===== config.mk =====
export PLATFORM = sky130hd
export DESIGN_NAME = ssr_status_regs
export DESIGN_NICKNAME = d
export VERILOG_FILES = /design/src/verilog/ssr_pkg.sv /design/src/verilog/ssr_flag_if.sv /design/src/verilog/ssr_status_regs.sv /design/src/verilog/ssr_flag_bank.sv
export SDC_FILE = /design/constraint.sdc
export NUM_CORES = 1
export LEC_CHECK = 0
export ABC_AREA = 1
export BUFFER_PORTS_ARGS = -buffer_cell sky130_fd_sc_hd__buf_4
export CAP_MARGIN = 15
export CORE_MARGIN = 4
export CORE_UTILIZATION = 45
export CTS_CLUSTER_SIZE = 10
export DETAILED_ROUTE_END_ITERATION = 12
export PLACE_DENSITY_LB_ADDON = 0.08
export SLEW_MARGIN = 30
export SYNTH_ARGS = -nofsm -noshare
export SYNTH_HDL_FRONTEND = slang
export SYNTH_SLANG_ARGS = --single-unit

===== constraint.sdc =====
create_clock -name clk_sys -period 1.13 [get_ports clk_sys]
set_input_delay 0.0565 -clock clk_sys [delete_from_list [all_inputs] [get_ports clk_sys]]
set_output_delay 0.0565 -clock clk_sys [all_outputs]
set_load 0.05 [all_outputs]

===== src/verilog/ssr_pkg.sv =====
// Package for the safety self-test status registers.
// Assumes the three read commands and the counter write arrive as decoded strobes.
package ssr_pkg;
  localparam int REG_W = 8;
  localparam int CNT_W = 4;
  // Clock-monitor self-test status bit positions.
  localparam int CLK_SYSCLK_ANALOG_BIT = 0;
  localparam int CLK_SYNC_IN_BIT = 1;
  localparam int CLK_SOURCE_BIT = 2;
  localparam int CLK_BUCK_ONE_BIT = 3;
  localparam int CLK_BUCK_TWO_BIT = 4;
  localparam int CLK_BOOST_BIT = 5;
  localparam int CLK_SYSCLK_DIGITAL_BIT = 6;
  localparam int CLK_FLAGS = 7;
  // Logic self-test status bit positions.
  localparam int LST_COMPLETE_BIT = 0;
  localparam int LST_CORE_ERR_BIT = 1;
  localparam int LST_RUN_ERR_BIT = 2;
  localparam int LST_PIN_DIAG_BIT = 3;
  localparam int LST_RESET_MON_BIT = 4;
  localparam int LST_NVM_CRC_BIT = 5;
  localparam int LST_CFG_CRC_BIT = 6;
  localparam int LST_FLAGS = 7;
  // Watchdog error status layout: counter in bits 3..0, flags in bits 6..4.
  localparam int WD_CNT_LSB = 0;
  localparam int WATCHDOG_FAILURE_FLAG_BIT = 4;
  localparam int WD_DRIVE_FAIL_BIT = 5;
  localparam int WD_RESET_FAIL_BIT = 6;
  localparam int WD_FLAGS = 3;
  // Flag index inside the three-bit watchdog flag bank.
  localparam int WDF_FAIL = 0;
  localparam int WDF_DRIVE = 1;
  localparam int WDF_RESET = 2;
  // Initial values of the flag banks.
  localparam logic [CLK_FLAGS-1:0] CLK_INIT = 7'h00;
  localparam logic [LST_FLAGS-1:0] LST_INIT = 7'h00;
  localparam logic [WD_FLAGS-1:0] WD_INIT = 3'h2;
  localparam logic [CNT_W-1:0] CNT_MAX = 4'hf;
endpackage


===== src/verilog/ssr_flag_if.sv =====
// Carrier between the status register top and its latched flag bank.
// Assumes both ends share clk_sys.
`timescale 1ns/10ps
interface ssr_flag_if #(parameter int W = 7);
  logic [W-1:0] cond;
  logic [W-1:0] init_req;
  logic rd;
  logic [W-1:0] q;
  modport ctrl (output cond, output init_req, output rd, input q);
  modport bank (input cond, input init_req, input rd, output q);
endinterface


===== src/verilog/ssr_status_regs.sv =====
// Safety self-test and watchdog failure status registers.
// Assumes decoded read/write strobes from the serial command decoder, one cycle each,
// and monitor inputs that are levels synchronous to clk_sys; bad events are pulses.
`timescale 1ns/10ps
module ssr_status_regs (
  // Clock, power-on reset and clock enable.
  input wire logic clk_sys,
  input wire logic rst,
  input wire logic ce,
  // Register access strobes from the command decoder.
  input wire logic read_clock_test_status_cmd,
  input wire logic read_logic_test_status_cmd,
  input wire logic read_watchdog_status_cmd,
  input wire logic write_fail_counter_cmd,
  input wire logic [7:0] wr_data,
  // Read answer.
  output logic [7:0] rd_data,
  output logic rd_valid,
  // Clock monitor self-test results (levels, 1 = error).
  input wire logic digital_sysclk_monitor_test_error,
  input wire logic boost_switch_clock_test_error,
  input wire logic buck_two_switch_clock_test_error,
  input wire logic buck_one_switch_clock_test_error,
  input wire logic source_clock_monitor_test_error,
  input wire logic sync_input_monitor_test_error,
  input wire logic analog_sysclk_monitor_test_error,
  // Logic self-test and diagnostic results (levels).
  input wire logic config_checksum_diag_error,
  input wire logic nvm_checksum_diag_error,
  input wire logic reset_monitor_diag_error,
  input wire logic drive_irq_pin_diag_error,
  input wire logic logic_test_run_error,
  input wire logic logic_test_core_error,
  input wire logic logic_test_complete,
  // Watchdog engine and device state.
  input wire logic watchdog_bad_event,
  input wire logic system_reset_event,
  input wire logic logic_test_start,
  input wire logic watchdog_config_change,
  input wire logic diagnostic_state,
  input wire logic config_lock,
  input wire logic [3:0] drive_failure_threshold,
  input wire logic [3:0] reset_failure_threshold,
  // Live watchdog status for the safety logic.
  output logic [3:0] watchdog_fail_counter,
  output logic watchdog_failure_flag,
  output logic watchdog_drive_failure_flag,
  output logic watchdog_reset_failure_flag
);
  // Flag counts of the three banks, taken from the package so the layouts live in one place.
  localparam int CF = ssr_pkg::CLK_FLAGS;
  localparam int LF = ssr_pkg::LST_FLAGS;
  localparam int WF = ssr_pkg::WD_FLAGS;

  // One carrier and one flag bank per register. Keeping the banks identical means the
  // latch, clear and init priority is written once and cannot drift between registers.
  ssr_flag_if #(.W(CF)) clk_fb ();
  ssr_flag_if #(.W(LF)) lst_fb ();
  ssr_flag_if #(.W(WF)) wd_fb ();

  logic [3:0] cnt_r;
  logic [3:0] cnt_nxt;
  logic [7:0] rd_data_r;
  logic rd_valid_r;
  logic wd_init;
  logic cnt_wr_ok;

  // Threshold compare shared by the drive and reset failure flags.
  function automatic logic at_or_above(input logic [3:0] count, input logic [3:0] limit);
    return count >= limit;
  endfunction

  // Clock monitor self-test flags; init only by power-on reset and reads.
  assign clk_fb.cond[ssr_pkg::CLK_SYSCLK_DIGITAL_BIT] =
    digital_sysclk_monitor_test_error;
  assign clk_fb.cond[ssr_pkg::CLK_SOURCE_BIT] = source_clock_monitor_test_error;
  assign clk_fb.cond[ssr_pkg::CLK_SYNC_IN_BIT] = sync_input_monitor_test_error;
  assign clk_fb.cond[ssr_pkg::CLK_SYSCLK_ANALOG_BIT] =
    analog_sysclk_monitor_test_error;
  assign clk_fb.cond[ssr_pkg::CLK_BOOST_BIT] = boost_switch_clock_test_error;
  assign clk_fb.cond[ssr_pkg::CLK_BUCK_TWO_BIT] = buck_two_switch_clock_test_error;
  assign clk_fb.cond[ssr_pkg::CLK_BUCK_ONE_BIT] = buck_one_switch_clock_test_error;
  assign clk_fb.init_req = '0;
  assign clk_fb.rd = read_clock_test_status_cmd;

  // Logic self-test flags; the same init sources as the clock register.
  assign lst_fb.cond[ssr_pkg::LST_CFG_CRC_BIT] = config_checksum_diag_error;
  assign lst_fb.cond[ssr_pkg::LST_NVM_CRC_BIT] = nvm_checksum_diag_error;
  assign lst_fb.cond[ssr_pkg::LST_RESET_MON_BIT] = reset_monitor_diag_error;
  assign lst_fb.cond[ssr_pkg::LST_PIN_DIAG_BIT] = drive_irq_pin_diag_error;
  assign lst_fb.cond[ssr_pkg::LST_RUN_ERR_BIT] = logic_test_run_error;
  // Core error already folds in watchdog, reset supervisor and error-monitor checks.
  assign lst_fb.cond[ssr_pkg::LST_CORE_ERR_BIT] = logic_test_core_error;
  assign lst_fb.cond[ssr_pkg::LST_COMPLETE_BIT] = logic_test_complete;
  assign lst_fb.init_req = '0;
  assign lst_fb.rd = read_logic_test_status_cmd;

  // Watchdog flags. The failure flag's condition is the event pulse itself, so a read
  // clears it unless a new bad event lands in the same cycle.
  // The drive and reset flags compare the registered counter and so trail it by one edge.
  assign wd_init = system_reset_event | logic_test_start | watchdog_config_change;
  assign wd_fb.cond[ssr_pkg::WDF_FAIL] = watchdog_bad_event;
  assign wd_fb.cond[ssr_pkg::WDF_DRIVE] = at_or_above(cnt_r, drive_failure_threshold);
  assign wd_fb.cond[ssr_pkg::WDF_RESET] = at_or_above(cnt_r, reset_failure_threshold);
  assign wd_fb.init_req[ssr_pkg::WDF_FAIL] = wd_init;
  assign wd_fb.init_req[ssr_pkg::WDF_DRIVE] = wd_init;
  // A system reset must not hide that the watchdog caused it.
  assign wd_fb.init_req[ssr_pkg::WDF_RESET] = logic_test_start | watchdog_config_change;
  assign wd_fb.rd = read_watchdog_status_cmd;

  // All three banks share the clock, the power-on reset and the enable.
  ssr_flag_bank #(.W(CF), .INIT(ssr_pkg::CLK_INIT)) u_clk_flags (
    .clk_sys(clk_sys),
    .rst(rst),
    .ce(ce),
    .fb(clk_fb)
  );

  ssr_flag_bank #(.W(LF), .INIT(ssr_pkg::LST_INIT)) u_lst_flags (
    .clk_sys(clk_sys),
    .rst(rst),
    .ce(ce),
    .fb(lst_fb)
  );

  ssr_flag_bank #(.W(WF), .INIT(ssr_pkg::WD_INIT)) u_wd_flags (
    .clk_sys(clk_sys),
    .rst(rst),
    .ce(ce),
    .fb(wd_fb)
  );

  // Counter next value: init beats a write, a write beats an increment.
  // The increment saturates so a stuck watchdog cannot wrap back below a threshold.
  assign cnt_wr_ok = write_fail_counter_cmd & diagnostic_state & ~config_lock;
  always_comb
  begin
    cnt_nxt = cnt_r;
    if (wd_init)
      cnt_nxt = drive_failure_threshold;
    else if (cnt_wr_ok)
      cnt_nxt = wr_data[ssr_pkg::WD_CNT_LSB +: ssr_pkg::CNT_W];
    else if (watchdog_bad_event && cnt_r != ssr_pkg::CNT_MAX)
      cnt_nxt = cnt_r + 4'h1;
  end

  // The power-on value is the drive threshold, caught on the first enabled cycle.
  // Limitation: a bad event in that very first enabled cycle is not counted, because
  // the cycle is spent loading the threshold.
  logic cnt_loaded_r;
  always_ff @(posedge clk_sys or posedge rst)
  begin
    if (rst)
    begin
      cnt_r <= 4'h0;
      cnt_loaded_r <= 1'b0;
    end
    else if (ce)
    begin
      cnt_loaded_r <= 1'b1;
      cnt_r <= cnt_loaded_r ? cnt_nxt : drive_failure_threshold;
    end
  end

  // Read answer: the value before the read's clearing, bit 7 always zero.
  // Strobes are one-hot from the decoder; if two ever collided, both banks would clear
  // but only the higher-priority register would be reported, so they must never merge.
  // A strobe taken while ce is low is lost, not delayed: the host has to repeat it.
  always_ff @(posedge clk_sys or posedge rst)
  begin
    if (rst)
    begin
      rd_data_r <= 8'h00;
      rd_valid_r <= 1'b0;
    end
    else if (ce)
    begin
      rd_valid_r <= read_clock_test_status_cmd | read_logic_test_status_cmd |
                    read_watchdog_status_cmd;
      if (read_clock_test_status_cmd)
        rd_data_r <= {1'b0, clk_fb.q};
      else if (read_logic_test_status_cmd)
        rd_data_r <= {1'b0, lst_fb.q};
      else if (read_watchdog_status_cmd)
        rd_data_r <= {1'b0, wd_fb.q, cnt_r};
    end
  end

  // Live watchdog status mirrors, straight from the flag and counter flops.
  // A clearing read shows on these mirrors one edge after its strobe, at the same edge
  // at which rd_data presents the word as it stood before the clear.
  assign rd_data = rd_data_r;
  assign rd_valid = rd_valid_r;
  assign watchdog_fail_counter = cnt_r;
  assign watchdog_failure_flag = wd_fb.q[ssr_pkg::WDF_FAIL];
  assign watchdog_drive_failure_flag = wd_fb.q[ssr_pkg::WDF_DRIVE];
  assign watchdog_reset_failure_flag = wd_fb.q[ssr_pkg::WDF_RESET];
endmodule


===== src/verilog/ssr_flag_bank.sv =====
// Bank of latch-until-read status flags.
// Assumes cond is the live level of each monitored condition, synchronous to clk_sys.
`timescale 1ns/10ps
module ssr_flag_bank #(
  parameter int W = 7,
  parameter logic [W-1:0] INIT = '0
) (
  // Clock, reset and enable.
  input wire logic clk_sys,
  input wire logic rst,
  input wire logic ce,
  // Flag carrier.
  ssr_flag_if.bank fb
);
  logic [W-1:0] q_r;
  logic [W-1:0] q_nxt;

  // A present condition always sets the flag, so it beats a clearing read or an init.
  genvar i;
  generate
    for (i = 0; i < W; i++)
    begin : g_flag
      assign q_nxt[i] = fb.cond[i] ? 1'b1 :
                        fb.init_req[i] ? INIT[i] :
                        (fb.rd ? 1'b0 : q_r[i]);
    end
  endgenerate

  // One register for the whole bank; ce freezes it.
  always_ff @(posedge clk_sys or posedge rst)
  begin
    if (rst)
      q_r <= INIT;
    else if (ce)
      q_r <= q_nxt;
  end

  assign fb.q = q_r;
endmodule


==> impl_metrics.csv <==
group,metric,value,unit
worst_setup_path,crit_type,"reg2reg",
drt,antenna_left,0,
place,io_buffers,53,
clock_network,htreeDepth,2,
synth,synth_top_area_share,41.8,%
synth,ys_types,26,
synth,netlist_instances,227,
sta,min_period,1.29,ns
die,initial_core_util,47.0,%
drt,drt-wirelength-per-cell,12.4,um
clock_network,clockBufferDepth,2,
global_route,gr-total-overflow,0,
sta,fmax,0.778,GHz
worst_setup_path,cp_max_fo,5,
drt,firstDrtPassIters,4,
worst_setup_path,crit_buf_inv,0,
worst_setup_path,path_common_cell,"nand2_1",
cells_and_area,area_delta_synth_final,46.5,%
clock_network,clk_pin_slew,0.06,ns
worst_setup_path,startpoint_type,"flip-flop",
global_route,grt_pass1_wl,7.52,mm
sta,finalHoldViolCount,0,
worst_setup_path,cp_cell_sequence,"ha_4 > nand3_2 > nand2_1 > nand2_2 > nor2_2 > nor2_4 > nand2_1 > nand2_1",
power_and_ir_drop,power_leakage,1.37,nW
worst_setup_path,critPathCaptureType,"flip-flop",
cells_and_area,antenna_cells,0,
die,dieArea,4910,um2
synth,yosys.area.top_type,"dfrtp_1",
cells_and_area,final_nets,359,
global_route,grt_pass1_vias,1653,
worst_hold_path,hp-class,"in2reg",
drt,num_vias,1704,
power_and_ir_drop,ir_drop,0.601,mV
global_route,grt_usage,19.0,%
drt,vias_per_cell,4.79,
place,hpwl,3.29,mm
synth,async_flop_share,100,%
sta,maxSlewViolCount,0,
synth,synth_area,1740,um2
sta,final.setup.tns,-0.911,ns
status,violations,"setup timing",
die,fp.dieH,70.1,um
die,rows,22,
sta,hold_ws,0.00399,ns
sta,worst_slack,-0.156,ns
global_route,grt_max_degree,31,
worst_setup_path,worstPathRequired,1.30,ns
sta,rsz0062_at_grt,"yes",
clock_network,clkSinkCount,30,
synth,yosys_register_bits,30,
sta,setup_viol,7,
worst_setup_path,critical-path-top-delay-family,"simple AND/OR/NAND/NOR gates",
die,design.core.area,3690,um2
sta,skew,0.00400,ns
cells_and_area,post-route-util,68.9,%
job,drv_cap,0,
worst_setup_path,critPathSlowestCell,"dfrtp_2",
synth,synthTopCellsByArea,"dfrtp_1 42%, nand2_1 16%, o21ai_0 7.8%",
power_and_ir_drop,fin_total_pwr,3.35,mW
clock_network,cts_root_buffer,"clkbuf_8",
synth,syn-num-nets,279,
clock_network,clock_latency,0.28,ns
cells_and_area,layout-drive-gt1-share,31.5,%
drt,routed_wirelength,4.42,mm
drt,drc_errors,0,
synth,yosysSeqAreaShare,43.3,%
synth,synthTopCellsByCount,"76 x nand2_1, 34 x inv_1, 29 x dfrtp_1",
global_route,antenna_found_initial,0,
clock_network,cts_buffers,5,
die,io_pins,59,
synth,yosys_warnings,0,
sta,layout_worst_path_cycle_share,114,%
synth,synth_area_per_cell,7.64,um2
place,gp_congestion,0.849,
clock_network,cts_tree,"yes",
die,die-width,70.1,um
status,status,"finished, violations left",
worst_setup_path,max_stage_delay,0.45,ns
synth,synth_ff_type,"dfrtp_1",
drt,drt_iter0_markers,80,
synth,yosysMostFrequentCell,"nand2_1",
power_and_ir_drop,power.density,1320,nW/um2
worst_setup_path,worstPathArrival,1.45,ns
synth,synth-edff-count,0,
==> power by group <==
part	switching (mW)	internal (mW)	total, mW
Clock	0.384	0.490	0.874
Sequential	0.0964	1.22	1.31
Combinational	0.689	0.474	1.16
==> kinds of logic (layout without fill, tap and decap cells) <==
| group | after synthesis | count (layout) | synth area share, % |
|---|---|---|---|
| AND/OR/NAND/NOR | 104 | 104 | 25.8 |
| other | 1 | 1 | 0.216 |
| buffers and inverters | 41 | 122 | 10.3 |
| AO/OA/AOI/OAI | 42 | 42 | 13.8 |
| flip-flops | 30 | 30 | 43.3 |
| adder cells (fa/ha/maj) | 9 | 9 | 6.49 |
==> sequential cells by signal, indices dropped and copies added (netlist names) <==
| name | count |
|---|---|
| rd_data | 7 |
| u_clk_flags.fb.q | 7 |
| u_lst_flags.fb.q | 7 |
| watchdog_fail_counter | 4 |
| u_wd_flags.fb.q | 3 |
| cnt_loaded_r | 1 |
| rd_valid | 1 |
==> per-layer routing <==
metal	wire length (um)	global-route usage [%]	vias up	share of wire [%]
li1	-	-	880	-
met3	218	3.88	9	4.9
met5	0	0	-	0
met1	1930	23.4	767	44
met4	88	8.30	0	2.0
met2	2180	32.0	48	49
==> per-stage QoR <==
stage          setup slack, ns  area [um2]  instances
2_1_floorplan           -0.217        1760        227
3_3_place_gp            -0.147        2270        334
3_5_place_dp            -0.186        2270        334
4_1_cts                 -0.130        2510        354
5_1_grt                 -0.215        2540        356
6_report                -0.156        2540        356
==> worst reg2reg max path, stage by stage, from the launching register on <==
cell     delay, ns
dfrtp_2       0.45
ha_4          0.17
nand3_2       0.07
nand2_1       0.09
nand2_2       0.08
nor2_2        0.13
nor2_4        0.07
nand2_1       0.07
nand2_1       0.05
==> placed cells by master, fill, tap and decap left out <==
| master | count |
|---|---|
| nand2_2 | 2 |
| buf_12 | 1 |
| nand4_1 | 3 |
| clkbuf_8 | 6 |
| nand2_1 | 75 |
| o21bai_1 | 1 |
| dfrtp_2 | 4 |
| buf_4 | 63 |
| o211ai_1 | 2 |
| nor3_1 | 1 |
| clkbuf_1 | 1 |
| a22o_1 | 3 |
| o21ai_4 | 1 |
| nor2_1 | 7 |
| nand3b_4 | 1 |
| dfrtp_1 | 25 |
| ha_1 | 7 |
| clkinv_2 | 1 |
| nand3_1 | 8 |
| o21ai_0 | 24 |
| buf_6 | 4 |
| nand3_2 | 2 |
| o21ai_2 | 2 |
| nor2_4 | 2 |
| dlygate4sd3_1 | 11 |
| inv_2 | 2 |
| ha_4 | 2 |
| o21ai_1 | 3 |
| nor2_2 | 2 |
| conb_1 | 1 |
| inv_1 | 33 |
| a21oi_1 | 6 |
| dfstp_2 | 1 |
| or2_2 | 1 |
==> final cells by class <==
cell class | count | area [um2]
clock buffer | 7 | 86.3
tap | 48 | 60.1
clock inverter | 1 | 5.00
inverter | 35 | 131
timing repair buffer | 79 | 648
sequential | 30 | 757
fill | 334 | 1150
multi-input combinational | 156 | 855
==> worst paths after layout <==
| kind | startpoint | slack (ns) | endpoint | cells past startpoint |
|---|---|---|---|---|
| max in group asynchronous | rst | 0.38 | u_wd_flags.fb.q[1]$_DFFE_PP1P_ | 4 |
| min in group asynchronous | rst | 0.42 | u_clk_flags.fb.q[2]$_DFFE_PP0P_ | 4 |
| worst min-delay path | reset_monitor_diag_error | 0.004 | u_lst_flags.fb.q[4]$_DFFE_PP0P_ | 3 |
| worst min register to register | u_wd_flags.fb.q[1]$_DFFE_PP1P_ | 0.49 | u_wd_flags.fb.q[1]$_DFFE_PP1P_ | 2 |
| worst max register to register | watchdog_fail_counter[1]$_DFFE_PP0P_ | -0.16 | watchdog_fail_counter[3]$_DFFE_PP0P_ | 8 |
| worst max-delay path | watchdog_fail_counter[1]$_DFFE_PP0P_ | -0.16 | watchdog_fail_counter[3]$_DFFE_PP0P_ | 8 |
==> repair_timing <==
item                                    in CTS  in global routing
endpoints found under the setup margin       9                 13
hold buffers                                11                  0
hold endpoints to repair                    39                  0
buffers inserted                             1                  2
pin swaps                                    5                  5
gates resized for setup                      5                  9
Power figures use the tool's default switching activity.
